**src/scp_pkg.sv**
```systemverilog
// constants, register map and types of the safe channel passivation block
`default_nettype none
package scp_pkg;
   localparam int unsigned NUM_IN   = 8;
   localparam int unsigned NUM_PAIR = 4;
   localparam int unsigned NUM_OUT  = 4;
   localparam int unsigned NUM_SYNC = 29;

   // timing
   localparam int unsigned CLK_NS         = 50;
   localparam int unsigned READBACK_US    = 100;
   localparam int unsigned READBACK_CYC   = READBACK_US * 1000 / CLK_NS;
   localparam int unsigned MS_NS          = 1000000;
   localparam int unsigned MS_CYC         = MS_NS / CLK_NS;
   localparam int unsigned TEST_PERIOD_MS = 100;
   localparam int unsigned TEST_PERIOD_CYC = TEST_PERIOD_MS * MS_CYC;
   localparam int unsigned GAP_NS         = 1000;
   localparam int unsigned GAP_CYC        = GAP_NS / CLK_NS;

   // register byte offsets
   localparam logic [7:0] REG_CH_EN     = 8'h00;
   localparam logic [7:0] REG_IN_MODE   = 8'h04;
   localparam logic [7:0] REG_DISC_TIME = 8'h08;
   localparam logic [7:0] REG_OUT_VAL   = 8'h0C;
   localparam logic [7:0] REG_IN_PV     = 8'h10;
   localparam logic [7:0] REG_VSTAT     = 8'h14;
   localparam logic [7:0] REG_PAS       = 8'h18;
   localparam logic [7:0] REG_REINT     = 8'h1C;
   localparam logic [7:0] REG_IRQ_STAT  = 8'h20;
   localparam logic [7:0] REG_IRQ_MASK  = 8'h24;
   localparam logic [7:0] REG_TEST_STAT = 8'h28;

   // field positions
   localparam int unsigned OUT_FIELD_LSB = 8;
   localparam int unsigned MOD_FIELD_BIT = 16;
   localparam int unsigned NEQ_FIELD_LSB = 4;

   // reset values
   localparam logic [11:0] CH_EN_RST     = 12'hFFF;
   localparam logic [7:0]  IN_MODE_RST   = 8'h00;
   localparam logic [15:0] DISC_TIME_RST = 16'h000A;
   localparam logic [3:0]  OUT_VAL_RST   = 4'h0;
   localparam logic [3:0]  IRQ_MASK_RST  = 4'h0;

   // interrupt event bits
   localparam int unsigned EV_IN_PAS  = 0;
   localparam int unsigned EV_OUT_PAS = 1;
   localparam int unsigned EV_MOD_PAS = 2;
   localparam int unsigned EV_REINT   = 3;

   typedef enum logic [1:0]
   {
      ST_IDLE = 2'b00,
      ST_P_ON = 2'b01,
      ST_GAP  = 2'b11,
      ST_M_ON = 2'b10
   } scp_test_t;

   // inputs of a pair disagree: equal for non-equivalent, unequal else
   function automatic logic pair_disagree(input logic a,
                                          input logic b,
                                          input logic neq);
      pair_disagree = neq ? (a == b) : (a != b);
   endfunction
endpackage
`default_nettype wire

```
**src/scp_sync.sv**
```systemverilog
// two flip-flop synchroniser for pin inputs
`default_nettype none
module scp_sync #(
   parameter int unsigned W = 1
) (
   // clock and reset
   input  wire logic         clk,
   input  wire logic         rst,
   // data
   input  wire logic [W-1:0] d,
   output logic      [W-1:0] q
);
   logic [W-1:0] meta_q;

   always_ff @(posedge clk or posedge rst)
   begin
      if (rst)
      begin
         meta_q <= '0;
         q      <= '0;
      end
      else
      begin
         meta_q <= d;
         q      <= meta_q;
      end
   end
endmodule
`default_nettype wire

```
**src/scp_disc.sv**
```systemverilog
// discrepancy timer of one redundant input pair
`default_nettype none
module scp_disc (
   // clock and reset
   input  wire logic        clk,
   input  wire logic        rst,
   // control
   input  wire logic        enable,
   input  wire logic        disagree,
   input  wire logic        tick_ms,
   input  wire logic [15:0] limit_ms,
   // result
   output logic             fault
);
   logic [15:0] cnt_q;
   logic        run;
   logic        expired;

   assign run     = enable & disagree;
   assign expired = (cnt_q >= limit_ms);

   always_ff @(posedge clk or posedge rst)
   begin
      if (rst)
      begin
         cnt_q <= 16'h0000;
         fault <= 1'b0;
      end
      else
      begin
         if (!run)
            cnt_q <= 16'h0000;
         else if (tick_ms && !expired)
            cnt_q <= cnt_q + 16'h0001;
         fault <= run & expired; // RULE_12
      end
   end
endmodule
`default_nettype wire

```
**src/scp_top.sv**
```systemverilog
// channel passivation, value status, redundant inputs and output tests
// What this block does
// (RULE_01) faulty channel or module delivers safe 0
// (RULE_02) passivated input reads process value 0
// (RULE_03) passivated output ignores commanded 1
// (RULE_04) value status 0 when passivated or deactivated
// (RULE_05) redundant pair upper status bit always 0
// (RULE_06) module fault passivates every channel
// (RULE_07) non-equivalent: first high 1, second high 0
// (RULE_08) no test drives both switches at 0
// (RULE_09) single-switch test pulses within readback time
// (RULE_10) zero, de-energized, is the safe state
// (RULE_11) leave passivation only by reintegration
// (RULE_12) pair disagreement beyond discrepancy time faults
// (RULE_13) equivalent: both high 1, both low 0
// (RULE_14) passivation holds until reintegration completes
`default_nettype none
module scp_top #(
   parameter int unsigned MS_CYC_P      = scp_pkg::MS_CYC,
   parameter int unsigned TEST_PERIOD_P = scp_pkg::TEST_PERIOD_CYC
) (
   // clock and reset
   input  wire logic        clk,
   input  wire logic        rst,
   // register port
   input  wire logic [7:0]  reg_addr,
   input  wire logic [31:0] reg_wdata,
   input  wire logic        reg_wr,
   input  wire logic        reg_rd,
   output logic      [31:0] reg_rdata,
   // input terminals and their diagnostics
   input  wire logic [7:0]  in_pin,
   input  wire logic [7:0]  in_wire_fault,
   // dual switch outputs
   output logic      [3:0]  out_p,
   output logic      [3:0]  out_m,
   input  wire logic [3:0]  out_p_fb,
   input  wire logic [3:0]  out_m_fb,
   input  wire logic [3:0]  out_diag_fault,
   // module level
   input  wire logic        mod_fault,
   output logic             irq
);
   localparam logic [11:0] PULSE_LAST = 12'(scp_pkg::READBACK_CYC - 1);
   localparam logic [11:0] GAP_LAST   = 12'(scp_pkg::GAP_CYC - 1);
   localparam logic [14:0] MS_LAST    = 15'(MS_CYC_P - 1);
   localparam logic [23:0] PER_LAST   = 24'(TEST_PERIOD_P - 1);

   // synchronised pins
   logic [28:0] sync_q;
   logic [7:0]  in_s;
   logic [7:0]  wf_s;
   logic [3:0]  pfb_s;
   logic [3:0]  mfb_s;
   logic [3:0]  diag_s;
   logic        mod_s;

   scp_sync #(
      .W (scp_pkg::NUM_SYNC)
   ) u_sync (
      .clk (clk),
      .rst (rst),
      .d   ({mod_fault, out_diag_fault, out_m_fb, out_p_fb,
              in_wire_fault, in_pin}),
      .q   (sync_q)
   );

   assign in_s   = sync_q[7:0];
   assign wf_s   = sync_q[15:8];
   assign pfb_s  = sync_q[19:16];
   assign mfb_s  = sync_q[23:20];
   assign diag_s = sync_q[27:24];
   assign mod_s  = sync_q[28];

   // registers
   logic [11:0]        ch_en_q;
   logic [7:0]         in_mode_q;
   logic [15:0]        disc_time_q;
   logic [3:0]         out_val_q;
   logic [7:0]         pv_in_q;
   logic [11:0]        vstat_q;
   logic [7:0]         pas_in_q;
   logic [3:0]         pas_out_q;
   logic               mod_pas_q;
   logic [3:0]         irq_stat_q;
   logic [3:0]         irq_mask_q;
   scp_pkg::scp_test_t state_q;
   logic [11:0]        tcnt_q;
   logic [3:0]         tmask_q;
   logic [23:0]        pcnt_q;
   logic [14:0]        ms_cnt_q;

   // write decode
   wire wr_en    = reg_wr & (reg_addr == scp_pkg::REG_CH_EN);
   wire wr_mode  = reg_wr & (reg_addr == scp_pkg::REG_IN_MODE);
   wire wr_disc  = reg_wr & (reg_addr == scp_pkg::REG_DISC_TIME);
   wire wr_oval  = reg_wr & (reg_addr == scp_pkg::REG_OUT_VAL);
   wire wr_reint = reg_wr & (reg_addr == scp_pkg::REG_REINT);
   wire wr_stat  = reg_wr & (reg_addr == scp_pkg::REG_IRQ_STAT);
   wire wr_mask  = reg_wr & (reg_addr == scp_pkg::REG_IRQ_MASK);

   wire [7:0] en_in  = ch_en_q[7:0];
   wire [3:0] en_out = ch_en_q[11:8];
   wire [7:0] reint_in  = wr_reint ? reg_wdata[7:0] : 8'h00;
   wire [3:0] reint_out = wr_reint ? reg_wdata[11:8] : 4'h0;
   wire       reint_mod = wr_reint & reg_wdata[scp_pkg::MOD_FIELD_BIT];

   // millisecond tick for the discrepancy timers
   wire tick_ms = (ms_cnt_q == MS_LAST);

   // redundant pair evaluation
   logic [7:0] raw_pv;
   logic [7:0] in_fault;
   logic [7:0] vmask;

   genvar p;
   generate
      for (p = 0; p < scp_pkg::NUM_PAIR; p++)
      begin : g_pair
         wire a   = in_s[2*p];
         wire b   = in_s[2*p+1];
         wire red = in_mode_q[p];
         wire neq = in_mode_q[scp_pkg::NEQ_FIELD_LSB + p];
         wire dis = scp_pkg::pair_disagree(a, b, neq);
         // agreement: value follows the first input in both modes
         wire pair_val = a & ~dis; // RULE_07 RULE_13
         wire disc_f;

         scp_disc u_disc (
            .clk      (clk),
            .rst      (rst),
            .enable   (red),
            .disagree (dis),
            .tick_ms  (tick_ms),
            .limit_ms (disc_time_q),
            .fault    (disc_f)
         );

         assign raw_pv[2*p]     = red ? pair_val : a;
         assign raw_pv[2*p+1]   = red ? 1'b0 : b;
         assign in_fault[2*p]   = wf_s[2*p]
                                | (red & (wf_s[2*p+1] | disc_f)); // RULE_12
         assign in_fault[2*p+1] = ~red & wf_s[2*p+1];
         assign vmask[2*p]      = 1'b1;
         assign vmask[2*p+1]    = ~red; // RULE_05
      end
   endgenerate

   // passivation state, module fault covers every channel
   wire [7:0] pas_in_eff  = pas_in_q | {8{mod_pas_q}}; // RULE_06
   wire [3:0] pas_out_eff = pas_out_q | {4{mod_pas_q}}; // RULE_06

   // output test sequencer
   wire       per_done = (pcnt_q == PER_LAST);
   wire [3:0] cmd      = out_val_q & en_out & ~pas_out_eff; // RULE_03
   wire [3:0] cand     = en_out & ~pas_out_eff & ~out_val_q;
   wire       in_p     = (state_q == scp_pkg::ST_P_ON);
   wire       in_m     = (state_q == scp_pkg::ST_M_ON);
   wire       cnt_end  = (tcnt_q == ((state_q == scp_pkg::ST_GAP)
                                     ? GAP_LAST : PULSE_LAST));
   wire [3:0] tlive    = tmask_q & ~cmd & cand;
   wire [3:0] test_f   = (in_p & cnt_end) ? (tlive & ~pfb_s)
                       : (in_m & cnt_end) ? (tlive & ~mfb_s)
                       : 4'h0;
   // only one switch per test phase, never both at a 0 command
   wire [3:0] p_d = cmd | (tlive & {4{in_p}}); // RULE_08 RULE_09
   wire [3:0] m_d = cmd | (tlive & {4{in_m}}); // RULE_08 RULE_09

   // fault and passivation next state, a new fault wins over reintegration
   wire [3:0] out_fault = diag_s | test_f;
   wire [7:0] pas_in_d  = (pas_in_q & ~(reint_in & ~in_fault))
                        | in_fault; // RULE_11 RULE_14
   wire [3:0] pas_out_d = (pas_out_q & ~(reint_out & ~diag_s))
                        | out_fault; // RULE_11 RULE_14
   wire       mod_pas_d = (mod_pas_q & ~(reint_mod & ~mod_s))
                        | mod_s; // RULE_11 RULE_14

   // process values and value status
   wire [7:0]  pv_d    = raw_pv & en_in & ~pas_in_eff; // RULE_01 RULE_02
   wire [11:0] vstat_d = {en_out & ~pas_out_eff,
                          en_in & ~pas_in_eff & vmask}; // RULE_04

   // interrupt events
   logic [3:0] ev;
   assign ev[scp_pkg::EV_IN_PAS]  = |(in_fault & ~pas_in_q);
   assign ev[scp_pkg::EV_OUT_PAS] = |(out_fault & ~pas_out_q);
   assign ev[scp_pkg::EV_MOD_PAS] = mod_s & ~mod_pas_q;
   assign ev[scp_pkg::EV_REINT]   = |(pas_in_q & ~pas_in_d)
                                  | |(pas_out_q & ~pas_out_d)
                                  | (mod_pas_q & ~mod_pas_d);
   wire [3:0] stat_clr   = wr_stat ? reg_wdata[3:0] : 4'h0;
   wire [3:0] irq_stat_d = (irq_stat_q & ~stat_clr) | ev;

   // read selection
   logic [31:0] rd_mux;
   assign rd_mux =
      (reg_addr == scp_pkg::REG_CH_EN)     ? {20'h00000, ch_en_q} :
      (reg_addr == scp_pkg::REG_IN_MODE)   ? {24'h000000, in_mode_q} :
      (reg_addr == scp_pkg::REG_DISC_TIME) ? {16'h0000, disc_time_q} :
      (reg_addr == scp_pkg::REG_OUT_VAL)   ? {28'h0000000, out_val_q} :
      (reg_addr == scp_pkg::REG_IN_PV)     ? {24'h000000, pv_in_q} :
      (reg_addr == scp_pkg::REG_VSTAT)     ? {20'h00000, vstat_q} :
      (reg_addr == scp_pkg::REG_PAS)       ? {15'h0000, mod_pas_q,
                                              4'h0, pas_out_q, pas_in_q} :
      (reg_addr == scp_pkg::REG_IRQ_STAT)  ? {28'h0000000, irq_stat_q} :
      (reg_addr == scp_pkg::REG_IRQ_MASK)  ? {28'h0000000, irq_mask_q} :
      (reg_addr == scp_pkg::REG_TEST_STAT) ? {24'h000000, tmask_q,
                                              2'b00, state_q} :
      32'h00000000;

   // configuration and bus read data
   always_ff @(posedge clk or posedge rst)
   begin
      if (rst)
      begin
         ch_en_q     <= scp_pkg::CH_EN_RST;
         in_mode_q   <= scp_pkg::IN_MODE_RST;
         disc_time_q <= scp_pkg::DISC_TIME_RST;
         out_val_q   <= scp_pkg::OUT_VAL_RST;
         irq_mask_q  <= scp_pkg::IRQ_MASK_RST;
         reg_rdata   <= 32'h00000000;
      end
      else
      begin
         if (wr_en)
            ch_en_q <= reg_wdata[11:0];
         if (wr_mode)
            in_mode_q <= reg_wdata[7:0];
         if (wr_disc)
            disc_time_q <= reg_wdata[15:0];
         if (wr_oval)
            out_val_q <= reg_wdata[3:0];
         if (wr_mask)
            irq_mask_q <= reg_wdata[3:0];
         reg_rdata <= reg_rd ? rd_mux : 32'h00000000;
      end
   end

   // channel state, all safe at reset
   always_ff @(posedge clk or posedge rst)
   begin
      if (rst)
      begin
         pas_in_q   <= 8'h00;
         pas_out_q  <= 4'h0;
         mod_pas_q  <= 1'b0;
         pv_in_q    <= 8'h00; // RULE_10
         vstat_q    <= 12'h000;
         out_p      <= 4'h0; // RULE_10
         out_m      <= 4'h0; // RULE_10
         irq_stat_q <= 4'h0;
         irq        <= 1'b0;
      end
      else
      begin
         pas_in_q   <= pas_in_d;
         pas_out_q  <= pas_out_d;
         mod_pas_q  <= mod_pas_d;
         pv_in_q    <= pv_d;
         vstat_q    <= vstat_d;
         out_p      <= p_d;
         out_m      <= m_d;
         irq_stat_q <= irq_stat_d;
         irq        <= |(irq_stat_d & irq_mask_q);
      end
   end

   // dividers
   always_ff @(posedge clk or posedge rst)
   begin
      if (rst)
      begin
         ms_cnt_q <= 15'h0000;
         pcnt_q   <= 24'h000000;
      end
      else
      begin
         ms_cnt_q <= tick_ms ? 15'h0000 : ms_cnt_q + 15'h0001;
         pcnt_q   <= per_done ? 24'h000000 : pcnt_q + 24'h000001;
      end
   end

   // test phases: P pulse, gap, M pulse
   always_ff @(posedge clk or posedge rst)
   begin
      if (rst)
      begin
         state_q <= scp_pkg::ST_IDLE;
         tcnt_q  <= 12'h000;
         tmask_q <= 4'h0;
      end
      else
      begin
         tcnt_q <= (cnt_end || state_q == scp_pkg::ST_IDLE)
                   ? 12'h000 : tcnt_q + 12'h001; // RULE_09
         unique case (state_q)
            scp_pkg::ST_IDLE:
            begin
               if (per_done && (|cand))
               begin
                  state_q <= scp_pkg::ST_P_ON;
                  tmask_q <= cand;
               end
            end
            scp_pkg::ST_P_ON:
            begin
               if (cnt_end)
                  state_q <= scp_pkg::ST_GAP;
            end
            scp_pkg::ST_GAP:
            begin
               if (cnt_end)
                  state_q <= scp_pkg::ST_M_ON;
            end
            scp_pkg::ST_M_ON:
            begin
               if (cnt_end)
               begin
                  state_q <= scp_pkg::ST_IDLE;
                  tmask_q <= 4'h0;
               end
            end
         endcase
      end
   end
endmodule
`default_nettype wire

```
**config.mk**
```make
export PLATFORM = sky130hd
export DESIGN_NAME = scp_top
export DESIGN_NICKNAME = d
export VERILOG_FILES = /design/src/scp_pkg.sv /design/src/scp_sync.sv /design/src/scp_disc.sv /design/src/scp_top.sv
export SDC_FILE = /design/constraint.sdc
export NUM_CORES = 1
export LEC_CHECK = 0
export ABC_AREA = 0
export ABC_CLOCK_PERIOD_IN_PS = 9300
export BUFFER_PORTS_ARGS = -buffer_cell sky130_fd_sc_hd__buf_2
export CORE_UTILIZATION = 54
export DETAILED_ROUTE_END_ITERATION = 8
export HOLD_SLACK_MARGIN = 0.05
export PLACE_DENSITY = 0.73
export SLEW_MARGIN = 20
export SYNTH_ARGS = -nofsm -noshare
export SYNTH_HDL_FRONTEND = slang
export SYNTH_SLANG_ARGS = --single-unit
export TNS_END_PERCENT = 100
```
**constraint.sdc**
```tcl
create_clock -name clk -period 9.3 [get_ports clk]
set_clock_uncertainty 0.2 [all_clocks]
set_input_delay 1.395 -clock clk [delete_from_list [all_inputs] [get_ports clk]]
set_output_delay 1.395 -clock clk [all_outputs]
set_load 0.05 [all_outputs]
```
# Word-level counts from Yosys, hierarchy flattened
# Index checks and enable logic that the tools add are counted.
totals:
  word_cells: 246
  in_bits: 73
  reg_bits: 290
  output_inout_bits: 41
op_classes:
  eq_ne: 32
  bitwise: 104
  n_mux: 48
  n_lt_le_gt_ge: 4
  addsub: 7
  reduce_logical: 21
op_table:
  columns: ["op", "n"]
  rows:
  - ["$mux W17", 8]
  - ["$mux W16", 8]
  - ["$add A16 B1 Y16 const B", 4]
  - ["$and A4 B4 Y4", 16]
  - ["$and A8 B8 Y8", 8]
  - ["$ge A16 B16 Y1", 4]
  - ["$not A4 Y4", 10]
  - ["$not A8 Y8", 5]
  - ["$and A1 B1 Y1", 34]
  - ["$eq A8 B5 Y1 const B", 4]
  - ["$mux W8", 4]
  - ["$add A24 B1 Y24 const B", 1]
  - ["$eq A24 B21 Y1 const B", 1]
  - ["$eq A8 B6 Y1 const B", 3]
  - ["$mux W24", 1]
  - ["$mux W4", 6]
  - ["$or A4 B4 Y4", 6]
  - ["$eq A8 B4 Y1 const B", 2]
  - ["$or A8 B8 Y8", 2]
  - ["$reduce_or A4 Y1", 4]
  - ["$reduce_or A8 Y1", 2]
  - ["$add A15 B1 Y15 const B", 1]
  - ["$eq A15 B15 Y1 const B", 1]
  - ["$mux W15", 1]
  - ["other kinds (25)", 80]

# Depth between registers and ports, before layout
logic_depth:
  depth_word: 19
  depth_mapped: 10

# Modules after synthesis
# A second synthesis with hierarchy kept.
hier_totals:
  cells_unflattened: 1398
  hier_area_um2: 14452.6
modules_own_cells:
  columns: ["module", "seq_area_each_um2", "n_inst", "area_per_inst_um2", "cells_per_inst"]
  rows:
  - ["scp_top", 4121.5, 1, 7707.4, 711]
  - ["scp_disc", 425.4, 4, 1322.5, 157]
  - ["scp_sync", 1451.4, 1, 1455.1, 59]

# Worst setup path before layout
# No wires, ideal clock.
synth_path:
  path_type: "input to register"
  start: "in reg_addr[1]"
  end: "reg disc_time_q[0]"
  arrival_time_ps: 3360
  setup_ps: 125
  setup_slack_ps: 5616
  cell_stages: 6
  cell_sequence: "or4b_2 clkbuf_1 nor2_1 nand2_1 clkbuf_1 mux2_2"
synth_via:
  elab_chain_cells: 2
synth_rtl:
  columns: ["item", "line", "rtl"]
  rows:
  - ["from (decl)", "scp_top.sv:26", "input wire logic [7:0] reg_addr,"]
  - ["$eq A8 B4 Y1", "scp_top.sv:96", "wire wr_disc = reg_wr & (reg_addr == scp_pkg::REG_DISC_TIME);"]
  - ["$and A1 B1 Y1", "scp_top.sv:96", null]
  - ["to (signal assigned)", "scp_top.sv:218", "disc_time_q <= scp_pkg::DISC_TIME_RST;"]
  - ["to (signal assigned)", "scp_top.sv:230", "disc_time_q <= reg_wdata[15:0];"]
  - ["to (decl)", "scp_top.sv:78", "logic [15:0] disc_time_q;"]
# No other way between the ends.
# A chain may end at the register's enable or synchronous reset.

# Worst setup path in the final report
layout_path:
  start: "in reg_addr[2]"
  end: "reg disc_time_q[0]"
# Same word-level chain as after synthesis.

==> key figures <==
Setup path
  – Setup crit end kind: register
  – CP startpoint kind: primary input
  – Setup CP Type: primary input to register
  – Critical path fanouts, max: 16
  – Slowest stage delay, CP: 0.74 ns
  – Worst endpoint required time: 9.53 ns
  – Number of cell instances on the worst register-to-register path: 8
  – Critical Path Slowest Stage Cell: or4b_2
  – Ordered cell list for the critical path: buf_2 -> or4b_2 -> nor2_1 -> nand2_1 -> mux2_2
  – Data arrival at the endpoint of the critical path: 4.22 ns

Clock tree
  – Clk_lat worst skew: 0.57 ns
  – Hold buffer count at cts: 0
  – Maximum root-to-sink buffer count: 3
  – Cts bufs inserted: 30
  – Setup fix buffers added after clock tree synthesis: 0
  – Register clock-pin slew on the reported worst setup and hold paths: 0.06 ns
  – Resized cells post-CTS: 0
  – CTS HTree Levels: 1
  – TritonCTS clock tree: built
  – CTS Root Buffer Type: clkbuf_16
  – Number of sinks handled by clock tree synthesis: slightly below 300

Timing
  – Headroom to the max-slew limit: 32.8%
  – Final worst-path setup slack: 5.31 ns
  – Total negative setup slack: 0 ns
  – Fin crit period: 3.99 ns
  – RSZ-0062 raised after global routing: false
  – Post-route fraction of the period consumed by the critical path: a little over two fifths
  – Final setup violation count: 0
  – Final slew viol count: 0
  – Total count of hold-check failures in the final report: 0
  – Transition time at the pin with the least slew margin: roughly 1 ns
  – Achievable clock frequency: 0.251 GHz

GRT
  – Number of global-route vias before repair: between 10,000 and 15,000
  – Global-route wire length before repair: 55,200 um
  – Antenna violations before repair: 1
  – Grt total ovfl: 0
  – Global Route Usage Sum: a little over a quarter
  – Maximum number of pins on one net before global-route repair: 180

Hold path
  – Path class of the lowest-slack min-delay path: register to register
  – Hold Path Depth: 0

Floorplan
  – Die width: 163 um
  – Chip height: around 160 um
  – Starting density of the core: 55.2%
  – Row count: 58
  – Area of the die: 26,600 um^2
  – Total I/O pin count: 114
  – Core ar.: 25,300 um^2

Pwr
  – Leakage dissipation: 6.90 nW
  – Switching power of the nets: 0.654 mW
  – Pwr per Cell Area: approximately 180 nW/um^2
  – PnR Total Power: 2.78 mW
  – Seq pwr share: 47.0%
  – Fraction of power spent switching nets: 23.5%
  – Proportion of power drawn by combinational gates: 6.0%
  – Cell internal pwr: 2.13 mW
  – Worst vdd rail ir drop: 0.163 mV
  – Clock power frac: 47.0%

Routing
  – Total wire length: 34,500 um
  – Via density per instance: 6.13
  – Drt pass-1 iters: 5
  – Iteration-0 DRC Markers: 994
  – DRC violations left: 0
  – Vias: 10,900
  – Antenna viol nets, final: 0
  – Final routed wire length divided by cell count: between 15 and 20 um

Synth
  – Yosys warning count: 0
  – Flip-flop and latch count after synthesis: just under 300
  – Cell Area, Synth: 14,000 um^2
  – Main flop type after synthesis: dfrtp_1
  – Number of cells produced by synthesis: 1,323
  – FFs w/ async S/R, synth: 100%
  – Number of distinct library cells after synthesis: 63
  – Average cell area after synthesis: 10.6 um^2
  – Number of enable flip-flop cells after synthesis: 0
  – Sequential fraction of the synthesis area: around 52%

Layout
  – Final-stage net count: approximately 1,600
  – Filler cell count: a little over 2,000
  – Area overhead of the layout relative to synthesis: 13.1%
  – Ratio of cells with drive above 1 in the final layout: 14.9%
  – Non-filler cells in the finished layout: 1,770
  – Non-Filler Cell Area, Final: 15,800 um^2

Job
  – Max-cap violation count: 0

Place
  – HPWL after detailed placement: 24,300 um
  – Buffers added on ports: 83
  – Cell area after placement: 14,700 um^2
  – RePlAce Congestion: approximately 0.89
  – Setup Slack @ Placement: 4.80 ns
  – Placed Cells incl. Taps: 1,713

Status
  – Status: complete, no violations
per-stage QoR:
step,hold slack (ns),utilization (%)
final,0.139,62.5
after global routing,0.157,62.5
after CTS,0.144,62.5
after detailed placement,0.135,58.2
after global placement,0.134,58.2
after floorplan,0.131,-
flip-flops by register name, summed over array words and instances, names as in the netlist, 15 cells and up:
| name | flops |
|---|---|
| ms_cnt_q | 15 |
| pcnt_q | 24 |
| u_sync.q | 29 |
| disc_time_q | 16 |
| u_sync.meta_q | 29 |
| reg_rdata | 17 |
| g_pair.u_disc.cnt_q | 64 |
routing by layer:
layer | vias to the layer above | part of all wire [%] | routed length [um] | track usage [%]
met2 | 360 | 47 | 16200 | 43.0
li1 | 5039 | - | - | -
met4 | 0 | 3.3 | 1150 | 9.60
met3 | 75 | 6.2 | 2140 | 4.10
met1 | 5382 | 44 | 15100 | 36.4
met5 | - | 0 | 0 | 0
critical path: cells and delay by family:
kind / cells / cell delay [ns]
buffers and inverters: 1 / 0.18
multiplexers: 1 / 0.49
AND/OR/NAND/NOR: 3 / 2.14
placed cells by master (no fill, tap or decap), types with 22 or more instances in the layout:
cell / netlist / final
nand4_1: 37 / 37
nand2_1: 96 / 96
inv_1: 45 / 44
o21ai_0: 58 / 57
mux2_2: 44 / 44
dfrtp_1: 276 / 276
nor2_1: 87 / 87
nand3_1: 51 / 51
ha_1: 71 / 71
o31ai_1: 23 / 23
xnor2_1: 39 / 39
or3_1: 38 / 38
buf_2: 2 / 83
clkbuf_16: 0 / 30
and3_1: 25 / 25
a21oi_1: 103 / 103
or4_1: 22 / 22
power groups by stage:
stage	clock network [mW]	registers, mW	logic [mW]
global placement	0	1.33	0.161
detailed placement	0	1.33	0.166
floorplan	0	1.32	0.116
CTS	1.33	1.31	0.167
global route	1.38	1.31	0.184
finish	1.31	1.31	0.166
area by class of cell:
cell class / count / area (um^2) / area share [%]
sequential: 290 / 7270 / 46.0
inverter: 46 / 176 / 1.11
timing repair buffer: 93 / 503 / 3.18
antenna: 1 / 2.50 / 0.0158
multi-input combinational: 955 / 6370 / 40.3
clock buffer: 36 / 803 / 5.07
tap: 330 / 413 / 2.61
clock inverter: 19 / 285 / 1.80
cell usage after synthesis (6+ instances only):
master,number,area [um^2]
xnor2_1,39,342
dfrtp_1,276,6910
clkbuf_1,27,101
nand4_1,37,231
inv_1,45,169
nor3_1,20,100
nand3_1,51,255
o21a_1,10,75.1
o31ai_1,23,173
nor4b_1,12,105
ha_1,71,888
nor4_1,7,43.8
nor3b_1,14,105
nor2b_1,11,68.8
o211ai_1,12,90.1
xor2_1,18,158
a222oi_1,8,80.1
a211oi_1,11,82.6
and3_1,25,156
nand2b_1,6,37.5
or4_1,22,165
mux2_2,44,495
or3_1,38,238
a21oi_1,103,515
o21ai_0,58,290
o2111ai_1,8,70.1
nor2_1,87,327
buf_4,15,113
a21o_1,8,60.1
dfstp_2,14,368
mux2i_1,7,70.1
nand2_1,96,360
a22oi_1,15,113
and2_1,20,125
and4_1,10,87.6
path summary, 6_finish.rpt:
kind	from	endpoint	slack, ns
setup / recovery	reg_addr[2]	disc_time_q[0]	5.31
hold / removal	u_sync.meta_q[11]	u_sync.q[11]	0.14
setup reg to reg	disc_time_q[9]	g_pair[2].u_disc.cnt_q[12]	5.98
hold reg to reg	u_sync.meta_q[11]	u_sync.q[11]	0.14
max in group asynchronous	rst	disc_time_q[14]	6.73
min in group asynchronous	rst	u_sync.meta_q[3]	0.77
cells by family after synthesis:
logic type      share of synthesized area, %
flops                                   52.0
xor+xnor                                3.57
mux                                     4.04
fa+ha+maj                               6.35
compound gates                          13.0
simple gates                            18.1
buf+inv                                 2.89
other cells                           0.0268
(Power assumes the default switching activity.)
